[src/rtl/lpsc_regs.vh]
`ifndef LPSC_REGS_VH
`define LPSC_REGS_VH
// ----------------------------------------------------------------
// register indices
// ----------------------------------------------------------------
`define LPSC_ADDR_MODE 8'h00
`define LPSC_ADDR_CFG 8'h01
`define LPSC_ADDR_RES_LO 8'h02
`define LPSC_ADDR_RES_HI 8'h03
`define LPSC_ADDR_LTH_LO 8'h04
`define LPSC_ADDR_LTH_HI 8'h05
`define LPSC_ADDR_UTH_LO 8'h06
`define LPSC_ADDR_UTH_HI 8'h07
`define LPSC_ADDR_TEST 8'h08
// ----------------------------------------------------------------
// reset values and fields
// ----------------------------------------------------------------
`define LPSC_RST_ZERO 8'h00
`define LPSC_RST_ONES 8'hFF
`define LPSC_RST_WORD 16'h0000
`define LPSC_MODE_MSB 7
`define LPSC_MODE_LSB 5
`define LPSC_FLAG_BIT 2
`define LPSC_PERS_MSB 1
`define LPSC_SCHEME_BIT 7
`define LPSC_MOD_BIT 6
`define LPSC_DRV_MSB 5
`define LPSC_DRV_LSB 4
`define LPSC_RESN_MSB 3
`define LPSC_RESN_LSB 2
`define LPSC_FS_MSB 1
// ----------------------------------------------------------------
// mode codes
// ----------------------------------------------------------------
`define LPSC_MODE_OFF 3'h0
`define LPSC_MODE_VIS_ONCE 3'h1
`define LPSC_MODE_IR_ONCE 3'h2
`define LPSC_MODE_PROX_ONCE 3'h3
`define LPSC_MODE_RSVD 3'h4
`define LPSC_MODE_VIS_CONT 3'h5
`define LPSC_MODE_IR_CONT 3'h6
`define LPSC_MODE_PROX_CONT 3'h7
// ----------------------------------------------------------------
// serial link
// ----------------------------------------------------------------
`define LPSC_SLAVE_ADDR 7'h44
`define LPSC_BIT_LAST 3'h7
// ----------------------------------------------------------------
// timing: led modulation half period at 250 MHz
// ----------------------------------------------------------------
`define LPSC_CLK_KHZ 250000
`define LPSC_MOD_KHZ 360
`define LPSC_MOD_HALF (`LPSC_CLK_KHZ / (2 * `LPSC_MOD_KHZ))
// last count of a half period, LPSC_MOD_HALF - 1
`define LPSC_MOD_LAST 10'h15A
`define LPSC_LEN_16 17'h10000
`define LPSC_LEN_12 17'h01000
`define LPSC_LEN_8 17'h00100
`define LPSC_LEN_4 17'h00010
`define LPSC_PERS_1 5'h01
`define LPSC_PERS_4 5'h04
`define LPSC_PERS_8 5'h08
`define LPSC_PERS_16 5'h10
`endif

[src/rtl/lpsc_light_proximity_sensor_control.v]
// Summary of operation
// mode bits 7:5, off and single conversions
// 101/110/111 continuous; 100 reserved
// bit 2 flag, holds interrupt pin low
// mode register transfer clears flag and pin
// interrupt after m out-of-window integrations
// persistence bits 1:0 give 1/4/8/16
// scheme 0 proximity unsigned full n bits
// scheme 1 signed n-1 bits, ambient subtracted
// bit 6 selects DC or 360 kHz LED
// bits 5:4 drive level passed to driver
// bits 3:2 resolution 16/12/8/4 bits
// integration lasts 2^n oscillator cycles
// bits 1:0 full-scale code to front end
// result low at 02, high at 03
// result right aligned from bit 0
// result updated each conversion end
// lower threshold at 04/05, default zero
// upper threshold at 06/07, default FF
// test register at 08 reads zero
// single mode powers down after conversion
// mode change clears persistence counter
// answer only slave address 1000100
// out of window: above upper or below lower
// compare 16-bit result after each integration
// mode register bits 4:3 read zero
`timescale 1ns/10ps
`include "lpsc_regs.vh"
module lpsc_light_proximity_sensor_control (
  input wire clk,
  input wire reset_n,
  input wire clkEnable,
  input wire oscTick,
  input wire sclIn,
  input wire sdaIn,
  output reg sdaOut,
  output reg sdaOe_n,
  input wire [15:0] adcCount,
  input wire [15:0] ambientCount,
  output reg adcRun,
  output reg [1:0] sensorSelect,
  output reg [1:0] fullScaleSpan,
  output reg [1:0] ledDriveLevel,
  output reg ledDrivePin,
  output reg interrupt_n
);
// ----------------------------------------------------------------
// registers
// ----------------------------------------------------------------
reg [2:0] mode_reg;
reg flag_reg;
reg [1:0] pers_reg;
reg [7:0] cfg_reg;
reg [15:0] result_reg;
reg [15:0] lowerLimitBits_reg;
reg [15:0] upperLimitBits_reg;
reg [4:0] persCnt_reg;
reg [16:0] intCnt_reg;
reg [9:0] modCnt_reg;
reg modPhase_reg;
// ----------------------------------------------------------------
// pin synchronisers
// ----------------------------------------------------------------
reg sclMeta_reg;
reg sclSync_reg;
reg sclPrev_reg;
reg sdaMeta_reg;
reg sdaSync_reg;
reg sdaPrev_reg;
reg oscMeta_reg;
reg oscSync_reg;
reg oscPrev_reg;
always @(posedge clk)
begin
  if (!reset_n)
  begin
    sclMeta_reg <= 1'b1;
    sclSync_reg <= 1'b1;
    sclPrev_reg <= 1'b1;
    sdaMeta_reg <= 1'b1;
    sdaSync_reg <= 1'b1;
    sdaPrev_reg <= 1'b1;
    oscMeta_reg <= 1'b0;
    oscSync_reg <= 1'b0;
    oscPrev_reg <= 1'b0;
  end
  else if (clkEnable)
  begin
    sclMeta_reg <= sclIn;
    sclSync_reg <= sclMeta_reg;
    sclPrev_reg <= sclSync_reg;
    sdaMeta_reg <= sdaIn;
    sdaSync_reg <= sdaMeta_reg;
    sdaPrev_reg <= sdaSync_reg;
    oscMeta_reg <= oscTick;
    oscSync_reg <= oscMeta_reg;
    oscPrev_reg <= oscSync_reg;
  end
end
wire sclRise = sclSync_reg & ~sclPrev_reg;
wire sclFall = ~sclSync_reg & sclPrev_reg;
wire startCond = sclSync_reg & sclPrev_reg & sdaPrev_reg & ~sdaSync_reg;
wire stopCond = sclSync_reg & sclPrev_reg & ~sdaPrev_reg & sdaSync_reg;
wire oscEdge = oscSync_reg & ~oscPrev_reg;
// ----------------------------------------------------------------
// serial slave
// ----------------------------------------------------------------
localparam ST_IDLE = 3'd0;
localparam ST_ADDR = 3'd1;
localparam ST_AACK = 3'd2;
localparam ST_WRX = 3'd3;
localparam ST_WACK = 3'd4;
localparam ST_RTX = 3'd5;
localparam ST_RACK = 3'd6;
reg [2:0] state_reg;
reg [2:0] bitCnt_reg;
reg [7:0] shift_reg;
reg [7:0] ptr_reg;
reg ptrSet_reg;
reg readDir_reg;
reg modeTouched_reg;
reg addrArmed_reg;
reg [7:0] rdData;
always @*
begin
  case (ptr_reg)
    `LPSC_ADDR_MODE: rdData = {mode_reg, 2'b00, flag_reg, pers_reg};
    `LPSC_ADDR_CFG: rdData = cfg_reg;
    `LPSC_ADDR_RES_LO: rdData = result_reg[7:0];
    `LPSC_ADDR_RES_HI: rdData = result_reg[15:8];
    `LPSC_ADDR_LTH_LO: rdData = lowerLimitBits_reg[7:0];
    `LPSC_ADDR_LTH_HI: rdData = lowerLimitBits_reg[15:8];
    `LPSC_ADDR_UTH_LO: rdData = upperLimitBits_reg[7:0];
    `LPSC_ADDR_UTH_HI: rdData = upperLimitBits_reg[15:8];
    default: rdData = `LPSC_RST_ZERO;
  endcase
end
wire wrByte = (state_reg == ST_WRX) && sclRise && (bitCnt_reg == `LPSC_BIT_LAST)
  && ptrSet_reg;
wire [7:0] wrValue = {shift_reg[6:0], sdaSync_reg};
wire endOfTransfer = stopCond || startCond;
wire modeClear = endOfTransfer && modeTouched_reg;
always @(posedge clk)
begin
  if (!reset_n)
  begin
    state_reg <= ST_IDLE;
    bitCnt_reg <= 3'h0;
    shift_reg <= `LPSC_RST_ZERO;
    ptr_reg <= `LPSC_RST_ZERO;
    ptrSet_reg <= 1'b0;
    readDir_reg <= 1'b0;
    modeTouched_reg <= 1'b0;
    addrArmed_reg <= 1'b0;
    sdaOe_n <= 1'b1;
    sdaOut <= 1'b0;
  end
  else if (clkEnable)
  begin
    if (endOfTransfer)
      modeTouched_reg <= 1'b0;
    if (startCond)
    begin
      state_reg <= ST_ADDR;
      bitCnt_reg <= 3'h0;
      addrArmed_reg <= 1'b0;
      sdaOe_n <= 1'b1;
    end
    else if (stopCond)
    begin
      state_reg <= ST_IDLE;
      sdaOe_n <= 1'b1;
    end
    else
      case (state_reg)
        ST_ADDR:
          if (sclRise)
          begin
            shift_reg <= wrValue;
            bitCnt_reg <= bitCnt_reg + 3'h1;
            addrArmed_reg <= 1'b1;
          end
          // ignore the scl fall that ends the start condition
          else if (sclFall && bitCnt_reg == 3'h0 && addrArmed_reg)
          begin
            if (shift_reg[7:1] == `LPSC_SLAVE_ADDR)
            begin
              readDir_reg <= shift_reg[0];
              sdaOe_n <= 1'b0;
              state_reg <= ST_AACK;
            end
            else
              state_reg <= ST_IDLE;
          end
        ST_AACK:
          if (sclFall)
          begin
            if (readDir_reg)
            begin
              shift_reg <= rdData;
              sdaOe_n <= rdData[7];
              bitCnt_reg <= 3'h1;
              state_reg <= ST_RTX;
            end
            else
            begin
              sdaOe_n <= 1'b1;
              ptrSet_reg <= 1'b0;
              bitCnt_reg <= 3'h0;
              state_reg <= ST_WRX;
            end
          end
        ST_WRX:
          if (sclRise)
          begin
            shift_reg <= wrValue;
            bitCnt_reg <= bitCnt_reg + 3'h1;
          end
          else if (sclFall && bitCnt_reg == 3'h0)
          begin
            sdaOe_n <= 1'b0;
            state_reg <= ST_WACK;
            if (!ptrSet_reg)
            begin
              ptr_reg <= shift_reg;
              ptrSet_reg <= 1'b1;
            end
            if (shift_reg == `LPSC_ADDR_MODE && !ptrSet_reg)
              modeTouched_reg <= 1'b1;
          end
        ST_WACK:
          if (sclFall)
          begin
            sdaOe_n <= 1'b1;
            state_reg <= ST_WRX;
          end
        ST_RTX:
          if (sclFall)
          begin
            if (bitCnt_reg == 3'h0)
            begin
              sdaOe_n <= 1'b1;
              state_reg <= ST_RACK;
            end
            else
            begin
              sdaOe_n <= shift_reg[~bitCnt_reg];
              bitCnt_reg <= bitCnt_reg + 3'h1;
            end
          end
        ST_RACK:
          if (sclRise)
          begin
            if (sdaSync_reg)
              state_reg <= ST_IDLE;
            else
              ptr_reg <= ptr_reg + 8'h01;
          end
          else if (sclFall)
          begin
            shift_reg <= rdData;
            sdaOe_n <= rdData[7];
            bitCnt_reg <= 3'h1;
            state_reg <= ST_RTX;
          end
        default: state_reg <= ST_IDLE;
      endcase
    if (state_reg == ST_RTX || state_reg == ST_RACK)
      modeTouched_reg <= modeTouched_reg | (ptr_reg == `LPSC_ADDR_MODE);
    if (wrByte && ptr_reg == `LPSC_ADDR_MODE)
      modeTouched_reg <= 1'b1;
  end
end
// ----------------------------------------------------------------
// register writes, conversion and interrupt
// ----------------------------------------------------------------
reg [4:0] persTarget;
reg [16:0] intLen;
reg [15:0] convValue;
always @*
begin
  case (pers_reg)
    2'b00: persTarget = `LPSC_PERS_1;
    2'b01: persTarget = `LPSC_PERS_4;
    2'b10: persTarget = `LPSC_PERS_8;
    default: persTarget = `LPSC_PERS_16;
  endcase
  case (cfg_reg[`LPSC_RESN_MSB:`LPSC_RESN_LSB])
    2'b00: intLen = `LPSC_LEN_16;
    2'b01: intLen = `LPSC_LEN_12;
    2'b10: intLen = `LPSC_LEN_8;
    default: intLen = `LPSC_LEN_4;
  endcase
  if (mode_reg[1:0] == 2'b11 && cfg_reg[`LPSC_SCHEME_BIT])
    convValue = (adcCount - ambientCount) >> 1;
  else
    convValue = adcCount;
  case (cfg_reg[`LPSC_RESN_MSB:`LPSC_RESN_LSB])
    2'b00: convValue = convValue;
    2'b01: convValue = {4'h0, convValue[11:0]};
    2'b10: convValue = {8'h00, convValue[7:0]};
    default: convValue = {12'h000, convValue[3:0]};
  endcase
end
wire running = (mode_reg != `LPSC_MODE_OFF) && (mode_reg != `LPSC_MODE_RSVD);
wire convDone = running && oscEdge && (intCnt_reg == intLen - 17'h1);
wire outWindow = (convValue > upperLimitBits_reg) ||
  (convValue < lowerLimitBits_reg);
wire [2:0] newMode = wrValue[`LPSC_MODE_MSB:`LPSC_MODE_LSB];
wire modeWrite = wrByte && ptr_reg == `LPSC_ADDR_MODE;
always @(posedge clk)
begin
  if (!reset_n)
  begin
    mode_reg <= `LPSC_MODE_OFF;
    pers_reg <= 2'b00;
    flag_reg <= 1'b0;
    cfg_reg <= `LPSC_RST_ZERO;
    result_reg <= `LPSC_RST_WORD;
    lowerLimitBits_reg <= {`LPSC_RST_ZERO, `LPSC_RST_ZERO};
    upperLimitBits_reg <= {`LPSC_RST_ONES, `LPSC_RST_ONES};
    persCnt_reg <= 5'h00;
    intCnt_reg <= 17'h0;
  end
  else if (clkEnable)
  begin
    if (wrByte)
      case (ptr_reg)
        `LPSC_ADDR_MODE: pers_reg <= wrValue[`LPSC_PERS_MSB:0];
        `LPSC_ADDR_CFG: cfg_reg <= wrValue;
        `LPSC_ADDR_LTH_LO: lowerLimitBits_reg[7:0] <= wrValue;
        `LPSC_ADDR_LTH_HI: lowerLimitBits_reg[15:8] <= wrValue;
        `LPSC_ADDR_UTH_LO: upperLimitBits_reg[7:0] <= wrValue;
        `LPSC_ADDR_UTH_HI: upperLimitBits_reg[15:8] <= wrValue;
        default: ;
      endcase
    if (!running || modeWrite)
      intCnt_reg <= 17'h0;
    else if (oscEdge)
      intCnt_reg <= convDone ? 17'h0 : intCnt_reg + 17'h1;
    if (modeWrite)
    begin
      mode_reg <= newMode;
      if (newMode != mode_reg)
        persCnt_reg <= 5'h00;
    end
    else if (convDone)
    begin
      result_reg <= convValue;
      if (!mode_reg[2])
        mode_reg <= `LPSC_MODE_OFF;
      if (!outWindow)
        persCnt_reg <= 5'h00;
      else if (persCnt_reg != persTarget)
        persCnt_reg <= persCnt_reg + 5'h01;
    end
    if (convDone && outWindow && persCnt_reg + 5'h01 >= persTarget)
      flag_reg <= 1'b1;
    else if (modeClear)
      flag_reg <= 1'b0;
  end
end
// ----------------------------------------------------------------
// front end controls and led modulation
// ----------------------------------------------------------------
wire proxActive = running && mode_reg[1:0] == 2'b11;
always @(posedge clk)
begin
  if (!reset_n)
  begin
    modCnt_reg <= 10'h0;
    modPhase_reg <= 1'b0;
    adcRun <= 1'b0;
    sensorSelect <= 2'b00;
    fullScaleSpan <= 2'b00;
    ledDriveLevel <= 2'b00;
    ledDrivePin <= 1'b0;
    interrupt_n <= 1'b1;
  end
  else if (clkEnable)
  begin
    if (modCnt_reg == `LPSC_MOD_LAST)
    begin
      modCnt_reg <= 10'h0;
      modPhase_reg <= ~modPhase_reg;
    end
    else
      modCnt_reg <= modCnt_reg + 10'h1;
    adcRun <= running;
    sensorSelect <= mode_reg[1:0];
    fullScaleSpan <= cfg_reg[`LPSC_FS_MSB:0];
    ledDriveLevel <= cfg_reg[`LPSC_DRV_MSB:`LPSC_DRV_LSB];
    ledDrivePin <= proxActive &&
      (!cfg_reg[`LPSC_MOD_BIT] || modPhase_reg);
    interrupt_n <= ~flag_reg;
  end
end
endmodule // lpsc_light_proximity_sensor_control

[config.mk]
export PLATFORM = sky130hd
export DESIGN_NAME = lpsc_light_proximity_sensor_control
export DESIGN_NICKNAME = d
export VERILOG_FILES = /design/src/rtl/lpsc_light_proximity_sensor_control.v
export VERILOG_INCLUDE_DIRS = /design/src /design/src/rtl
export SDC_FILE = /design/constraint.sdc
export NUM_CORES = 1
export LEC_CHECK = 0
export ABC_CLOCK_PERIOD_IN_PS = 4850
export BUFFER_PORTS_ARGS = -buffer_cell sky130_fd_sc_hd__buf_2
export CAP_MARGIN = 15
export CORE_UTILIZATION = 25
export CTS_CLUSTER_DIAMETER = 30
export DETAILED_ROUTE_END_ITERATION = 12
export PLACE_DENSITY = 0.5
export SETUP_SLACK_MARGIN = 0.1
export SLEW_MARGIN = 30
export SYNTH_ARGS = -nofsm -noshare
export SYNTH_HDL_FRONTEND = slang
export SYNTH_SLANG_ARGS = --single-unit
[constraint.sdc]
create_clock -name clk -period 4.85 [get_ports clk]
set_clock_uncertainty 0.15 [all_clocks]
set_input_delay 0.485 -clock clk [delete_from_list [all_inputs] [get_ports clk]]
set_output_delay 0.485 -clock clk [all_outputs]
set_load 0.05 [all_outputs]
======== After elaboration in Yosys (flattened, before gate mapping) ========
Index checks and enable logic that the tools add are counted.
word-level totals
  register bits ........................... 140
  output and inout port bits .............. 11
  logic and storage cells ................. 283
operators by class
  add/sub/neg operators ................... 7
  magnitude comparators ................... 4
  equal/unequal tests ..................... 59
  mux-type cells .......................... 92
  bitwise logic cells ..................... 21
  reductions and logical operators ........ 62
operator list
  operator                                                              count
  8-bit two-way mux                                                     10
  3-bit two-way mux                                                     25
  8-bit case mux with 8 select lines                                    1
  17-bit two-way mux                                                    3
  17-bit case mux with 3 select lines                                   1
  16-bit case mux with 3 select lines                                   1
  4-bit inequality test, second input constant                          10
  1-bit two-way mux                                                     35
  8-bit by 3-bit == test with 1-bit output, second input constant       4
  9-bit AND reduction                                                   3
  5-bit two-way mux                                                     5
  8-bit case mux with 3 select lines                                    1
  3-bit AND reduction                                                   8
  2-bit inequality test, second input constant                          10
  3-bit inequality test, second input constant                          6
  3-bit case mux with 6 select lines                                    1
  17-bit by 1-bit adder with 17-bit output, second input constant       1
  17-bit == test                                                        1
  17-bit by 1-bit subtractor with 17-bit output, second input constant  1
  8-bit by 2-bit == test with 1-bit output, second input constant       2
  16-bit greater-than comparator                                        1
  1-bit logical AND                                                     16
  8-bit zero test                                                       2
  16-bit less-than comparator                                           1
  49 further kinds                                                      96

======== Logic depth before layout (Yosys ltp) ========
Gate-level depths: netlist of run 1.
  depth in word-level cells ............... 13
  mapped depth ............................ 19

======== Worst setup path after synthesis of run 1 ========
OpenSTA, ideal clock, no wires.
  kind .................................... input -> register
  start ................................... input port ambientCount[7]
  end ..................................... register persCnt_reg[0]
  setup time .............................. 130 ps
  arrival time ............................ 4141 ps
  required time ........................... 4570 ps
  path slack .............................. 429 ps
  stages .................................. 18
  buffers on the path ..................... 0
  cell sequence ........................... inv_1 > ha_1 > a2111oi_0 > a211oi_1 > or3_1 > a21oi_1 > xnor2_1 > nand2_1 > a21oi_1 > ha_1 > a211oi_1 > o21ai_0 > a221o_1 > a21oi_1 > a21oi_1 > a211o_1 > a31oi_1 > mux2i_1
on the way
  longest elaborated chain between the ends .. 8
  elaborated cells between the ends (all ways) .. 11
  those cells by class .................... 1 x add/sub; 2 x order compare; 1 x eq/ne; 5 x mux; 2 x reduce/logical
RTL lines
  element                                                                               RTL line                                                                              source
  start: declaration                                                                    lpsc_light_proximity_sensor_control.v:39                                              input wire [15:0] ambientCount,
  16-bit subtractor (*)                                                                 lpsc_light_proximity_sensor_control.v:295                                             convValue = (adcCount - ambientCount) >> 1;
  16-bit two-way mux (*)                                                                lpsc_light_proximity_sensor_control.v:294                                             if (mode_reg[1:0] == 2'b11 && cfg_reg[`LPSC_SCHEME_BIT])
  16-bit case mux with 3 select lines (*)                                               lpsc_light_proximity_sensor_control.v:298                                             case (cfg_reg[`LPSC_RESN_MSB:`LPSC_RESN_LSB])
  named net convValue[11]                                                               lpsc_light_proximity_sensor_control.v:279                                             reg [15:0] convValue;
  16-bit greater-than comparator / 16-bit less-than comparator (equally long branches)  lpsc_light_proximity_sensor_control.v:307, lpsc_light_proximity_sensor_control.v:308
  1-bit logical OR (*)                                                                  lpsc_light_proximity_sensor_control.v:307                                             wire outWindow = (convValue > upperLimitBits_reg) ||
  5-bit two-way mux                                                                     lpsc_light_proximity_sensor_control.v:352                                             if (!outWindow)
  5-bit two-way mux                                                                     lpsc_light_proximity_sensor_control.v:347                                             else if (convDone)
  5-bit two-way mux                                                                     lpsc_light_proximity_sensor_control.v:341                                             if (modeWrite)
  end signal: assignment                                                                lpsc_light_proximity_sensor_control.v:355                                             persCnt_reg <= persCnt_reg + 5'h01;
  end: declaration                                                                      lpsc_light_proximity_sensor_control.v:57                                              reg [4:0] persCnt_reg;
Mark *: on every way through the listed nets, which the timed path passes. The rest lies on a longest branch. The select of a mux whose other input is x is not followed.
A chain may end at the register's enable or synchronous reset.

======== Final worst setup path of run 1 ========
  start ................................... input port adcCount[0]
  end ..................................... register persCnt_reg[3]
on the way
  longest elaborated chain between the ends .. 8
  elaborated cells between the ends (all ways) .. 11
  those cells by class .................... 1 x add/sub; 2 x order compare; 1 x eq/ne; 5 x mux; 2 x reduce/logical
RTL lines
  element                                                                               RTL line                                                                              source
  start: declaration                                                                    lpsc_light_proximity_sensor_control.v:38                                              input wire [15:0] adcCount,
  16-bit subtractor (*)                                                                 lpsc_light_proximity_sensor_control.v:295
  16-bit two-way mux (*)                                                                lpsc_light_proximity_sensor_control.v:294
  16-bit case mux with 3 select lines (*)                                               lpsc_light_proximity_sensor_control.v:298
  named net convValue[11]                                                               lpsc_light_proximity_sensor_control.v:279
  16-bit greater-than comparator / 16-bit less-than comparator (equally long branches)  lpsc_light_proximity_sensor_control.v:307, lpsc_light_proximity_sensor_control.v:308
  1-bit logical OR (*)                                                                  lpsc_light_proximity_sensor_control.v:307
  5-bit two-way mux                                                                     lpsc_light_proximity_sensor_control.v:352
  5-bit two-way mux                                                                     lpsc_light_proximity_sensor_control.v:347
  5-bit two-way mux                                                                     lpsc_light_proximity_sensor_control.v:341
Marked as above.

==> results of run 1 <==
## report_power, final
group / internal (µW) / leakage [µW] / total (µW) / switching, µW
Combinational: 94.0 / 0.00261 / 234 / 140
Clock: 821 / 0.000288 / 1390 / 571
Sequential: 1160 / 0.00113 / 1170 / 8.65
## synthesized netlist by cell type (5+ instances only)
cell	instances
dfxtp_1	140
and3_1	16
nand2b_1	11
o21ai_0	47
buf_1	8
clkbuf_1	45
and2_1	9
nor3b_1	7
xnor2_1	22
nor2_1	105
or4_1	5
nor2b_1	11
nand3_1	46
buf_2	13
nand2_1	144
xor2_1	18
a22oi_1	19
nor4_1	5
o22ai_1	5
ha_1	63
mux2_2	6
nand4_1	14
a21o_1	8
nor3_1	17
o211ai_1	20
inv_1	75
o21a_1	6
a21oi_1	102
o31ai_1	9
a211oi_1	14
a31oi_1	10
or3_1	9
mux2i_1	33
## layer usage
layer,GRT usage [%],up-vias,wire length [µm]
met3,2.14,33,984
met2,24.3,202,12200
li1,-,4065,-
met5,0,-,0
met1,20.5,3757,12700
met4,5.24,0,616
## worst max-delay path by stage
| stage | endpoint | cells past startpoint |
|---|---|---|
| CTS | persCnt_reg[0] | 20 |
| detailed placement | persCnt_reg[0] | 20 |
| floorplan | persCnt_reg[0] | 18 |
| global route | persCnt_reg[0] | 20 |
| finish | persCnt_reg[3] | 20 |
| global placement | persCnt_reg[0] | 20 |
## final cells by class
class                      instances  area, µm²  share of cell area [%]
clock buffer                      18        429                    4.25
timing repair buffer              70        408                    4.04
tap                              455        569                    5.64
inverter                          75        282                    2.79
sequential                       140       2800                    27.7
clock inverter                    14        183                    1.81
multi-input combinational        853       5430                    53.7
## logic make-up after synthesis
group | share of synthesized area, %
AOI/OAI and AO/OA | 20.3
xor gates and xnor gates | 3.98
adders and majority gates | 9.18
buffers and inverters | 6.54
DFF | 31.8
muxes | 5.03
other | 0.0426
and+or+nand+nor | 23.1
## worst min-delay path, stage by stage
cell     delay [ns]
buf_2          0.08
mux2i_1        0.05
nand2_1        0.06
## metrics by stage
step	worst slack, ns	util (%)	instances	total power [µW]
finish	0.394	29.2	1625	2790
global route	0.117	29.2	1625	2910
CTS	0.448	29.2	1625	2820
detailed placement	0.00848	27.4	1593	1420
global placement	0.126	27.4	1593	1420
floorplan	0.429	-	1137	1350
==> metrics, run 1 <==
Skew-Pair Late Insertion Delay=approximately 0.44 ns; post-cts resize count=0; status=finished clean; Post-Syn Area per Cell=7.74 µm²; Initial DRC Count=between 400 and 500; Top delay family on crit path=compound AO/OA/AOI/OAI gates; Power per Cell Area=approximately 280 mW/mm²; wire per inst=around 16 µm; vias in the first global route=approximately 7,600; GR Util All Layers=about 15%; pin count of the biggest net entering global routing=46; DRC violations left=0; crit share post-route=91.9%; Area Growth Syn to Fin=14.7%; ys async rst share=0%; Clock transition at path regs=0.07 ns; routed wire length=about 26,000 µm; hold_buf cts=0; clock sinks=140; kind of end point of the critical path=flop; Min-Delay Path Class=in2reg; setup TNS=0 ns; Synth Cell Area=between 0.008 and 0.009 mm²; CP peak stage delay=~0.38 ns; final setup fails=0; reg-to-reg endpoint=persCnt_reg[3]; CP cell instances=buf_2 > nor2b_1 > fa_1 > nor2b_1 > o31ai_1 > a211oi_1 > or3_1 > a21oi_1 > xnor2_1 > nand2_1 > a21oi_1 > ha_1 > a211oi_1 > o21ai_0 > a221o_1 > a21oi_1 > a21oi_1 > a211o_1 > a31oi_1 > o22ai_1; CP Max Fanout=5; io pins=around 50; setup bufs post-CTS=0; Unique masters post-synth=75; CTS Buf Count=17; Seq cells post-synth=140; Die X=190 µm; Pleak=0.00403 µW; nets=between 1,000 and 1,500; antenna-violating nets left=0; Die H=between 150 and 200 µm; GP Congestion=roughly 0.85; PortBufs=between 40 and 50; most common cell after layout, fill and taps aside=nand2_1; initial antenna violation count=0; core area=about 0.035 mm²; Hold Path Stages=3; share of cells above drive strength 1=between 10% and 20%; cell repeated most along the worst path=a21oi_1; hold_ws=around 0.13 ns; RSZ-0062 raised after global routing=no; CP max stage cell=or3_1; fin crit period=4.46 ns; Pre-antenna DRT Iters=5; startpoint of the worst-slack reg-to-reg timing path=mode_reg[1]; Synth Warn #=0; routed vias=8,057; worst-margin pin slew=between 0.8 and 0.9 ns; CTS tree=done; Cell Rows=just under 70; first-pass GRT wire length=roughly 43,000 µm; startpoint class of the critical path=primary input; crit path DAT=between 4 and 5 ns; total grt overflow=0; number of synthesized flops with an enable pin=0; max FFs per register=17; Synth top area share=a little under a third; Starting Density=about a quarter; post-synthesis sequential area ratio=approximately a third; worst setup path start=adcCount[0]; VDD IR max=about 240 µV; synthesized net count=1,239; WP data required=between 5 and 6 ns; Max Buffers Root-to-Sink=2; Slew Viols, Final=0; ranking of synthesized cells by area=dfxtp_1 32%, ha_1 9.0%, nand2_1 6.1%; hold_sp=sdaIn; Worst R2R Path Depth=12; Post-Place Cell Area=around 0.0095 mm²; diodes inserted=0; vias per cell=just under 5; Bufs and invs on worst path=1; H-tree depth=4; critical path class=in2reg; Max-cap violations=0; ys flop type=dfxtp_1; final hold viol count=0; Post-DP HPWL=roughly 19,000 µm; r2r setup slk=around 1.1 ns; Die ar.=0.0360 mm²; most frequent cells in the layout=144 x nand2_1, 140 x dfxtp_1, 105 x nor2_1; Mapped Cells=1,137; Max Freq=roughly 220 MHz; Hold EP=sdaMeta_reg; design area=slightly above 0.01 mm²; fillers=3,719; Yosys top cell by area=dfxtp_1; Root Driver=clkbuf_16; slew margin rel.=between 40% and 50%
Power figures use the tool's default switching activity.
==> run 2: changes to the inputs <==
--- a/config.mk
+++ b/config.mk
@@ -13,6 +13,7 @@
 export CTS_CLUSTER_DIAMETER = 30
 export DETAILED_ROUTE_END_ITERATION = 12
 export PLACE_DENSITY = 0.5
+export REMOVE_ABC_BUFFERS = 1
 export SETUP_SLACK_MARGIN = 0.1
 export SLEW_MARGIN = 30
 export SYNTH_ARGS = -nofsm -noshare
==> run 2 against run 1 <==
- combinational power about the same
- critical path depth decreased by 1
- clock-buffer cell count up 1
- die area unchanged
- wire length fell by 1.1%
- first-iteration DRC count increased by 4.4%
- sequential power hardly changed
- non-clock buffer count is 2 higher
- final cell count grew 0.12%
- maximum frequency is 2.4% higher
- largest power group unchanged
==> metrics, run 2 (synthesized netlist as in run 1, its figures left out) <==
slew margin rel.=47.6% (+4.8 points); total grt overflow=0 (unchanged); io pins=49 (unchanged); clock sinks=140 (unchanged); routed wire length=26,100 µm (-1.1%); most common cell after layout, fill and taps aside=nand2_1; CTS Buf Count=17 (unchanged); crit path DAT=4.50 ns (-0.12 ns); startpoint class of the critical path=primary input; core area=0.0346 mm² (unchanged); diodes inserted=0 (unchanged); Die X=190 µm (unchanged); wire per inst=16.1 µm (-1.3%); critical path class=in2reg; Skew-Pair Late Insertion Delay=0.43 ns (about the same); switching part of the total power=25.9% (+0.16 points); Initial DRC Count=493 (+4.4%); worst-margin pin slew=0.785 ns (-0.0722 ns); Final Util=29.2% (+0.036 points); Flop pwr share=42.1% (+0.4 points); Max Buffers Root-to-Sink=2 (unchanged); post-cts resize count=0 (unchanged); CTS tree=done; Pre-antenna DRT Iters=5 (unchanged); placed cells=1,595 (+0.13%); Root Driver=clkbuf_16; hold_buf cts=0 (unchanged); initial antenna violation count=0 (unchanged); Starting Density=25.4% (unchanged); GR Util All Layers=14.8% (-0.31 points); VDD IR max=219 µV (-8.3%); GP Congestion=0.891 (+4.5%); CP Max Fanout=5 (unchanged); H-tree depth=4 (unchanged); Post-DP HPWL=19,100 µm (-0.63%); Pleak=0.00404 µW (+0.23%); Area Growth Syn to Fin=14.8%; antenna-violating nets left=0 (unchanged); Die ar.=0.0360 mm² (unchanged); status=finished clean; Die H=190 µm (unchanged); setup TNS=0 ns (unchanged); Slew Viols, Final=0 (unchanged); Max-cap violations=0 (unchanged); final hold viol count=0 (unchanged); most frequent cells in the layout=144 x nand2_1, 140 x dfxtp_1, 105 x nor2_1; vias in the first global route=7,547 (-1.1%); Power per Cell Area=274 mW/mm² (-0.95%); DRC violations left=0 (unchanged); routed vias=8,075 (+0.22%); Min-Delay Path Class=in2reg; clock network fraction of total power=49.4% (-0.5 points); Cell Rows=68 (unchanged); fin crit period=4.35 ns (-0.106 ns); nets=1,261 (+0.16%); non-filler cells in the finished layout=1,627 (+0.12%); Max Freq=230 MHz (+2.4%); Psw=718 µW (-0.22%); PortBufs=47 (unchanged); kind of end point of the critical path=flop; Comb power frac=8.5% (about the same); setup bufs post-CTS=0 (unchanged); crit share post-route=89.7% (-2.2 points); final setup fails=0 (unchanged); max FFs per register=17 (unchanged); Internal Dissipation=2050 µW (-1.0%); Clock transition at path regs=0.07 ns (about the same); share of cells above drive strength 1=10.6% (+0.24 points); first-pass GRT wire length=42,100 µm (-1.6%); vias per cell=4.96 (+0.10%); RSZ-0062 raised after global routing=no; WP data required=5.00 ns (-0.02 ns); pin count of the biggest net entering global routing=36 (-22%)
run 2: cell types whose count changed in the layout (fill, tap and decap cells not counted):
| cell | delta |
|---|---|
| inv_6 | -1 |
| buf_4 | +2 |
| bufinv_16 | -1 |
| clkinv_4 | +2 |
| clkbuf_8 | +2 |
| clkbuf_1 | -1 |
| clkinv_2 | -1 |
run 2: metrics by stage:
stage | hold slack [ns] | instance area, µm² | worst slack, ns | total power (µW)
floorplan | 0.279 | 8510 | 0.426 | 1340
global placement | 0.290 | 9500 | 0.157 | 1430
detailed placement | 0.293 | 9500 | 0.100 | 1430
CTS | 0.104 | 10100 | 0.553 | 2800
global route | 0.119 | 10100 | 0.114 | 2870
finish | 0.119 | 10100 | 0.501 | 2770
run 2: path summary, 6_finish.rpt:
path / from / endpoint / slack (ns) / cells past startpoint
max: adcCount[7] / persCnt_reg[0] / 0.50 / 19
max reg2reg: mode_reg[0] / persCnt_reg[0] / 0.91 / 11
min reg2reg: result_reg[9] / result_reg[9] / 0.31 / 2
min: sclIn / sclMeta_reg / 0.12 / 3
run 2: area by class of cell:
class                           instances  area (µm²)
Sequential cell                       140        2800
Fill cell                            3693       24500
Multi-Input combinational cell        853        5430
Inverter                               75         282
Tap cell                              455         569
Clock buffer                           19         453
Clock inverter                         13         156
Timing Repair Buffer                   72         423
run 2: worst max-delay path: stages:
cell,delay [ns]
buf_2,0.11
ha_1,0.33
a2111oi_0,0.43
buf_4,0.19
a211oi_1,0.09
or3_1,0.37
a21oi_1,0.18
xnor2_1,0.13
nand2_1,0.11
a21oi_1,0.25
ha_1,0.27
a211oi_1,0.21
o21ai_0,0.12
a221o_1,0.31
a21oi_1,0.12
a21oi_1,0.08
a211o_1,0.35
a31oi_1,0.27
mux2i_1,0.12
run 2: power groups by stage:
stage / Combinational, µW / Clock, µW / Sequential [µW]
finish: 234 / 1370 / 1170
global route: 264 / 1440 / 1170
CTS: 235 / 1400 / 1170
detailed placement: 234 / 0 / 1190
global placement: 234 / 0 / 1190
floorplan: 146 / 0 / 1190
run 2: per-layer routing:
| layer | part of all wire [%] | wire, µm | up-vias | global-route usage (%) |
|---|---|---|---|---|
| li1 | - | - | 4066 | - |
| met1 | 48 | 12700 | 3830 | 20.3 |
| met2 | 47 | 12300 | 158 | 24.1 |
| met3 | 3.3 | 868 | 21 | 2.05 |
| met4 | 1.3 | 335 | 0 | 4.03 |
| met5 | 0 | 0 | - | 0 |
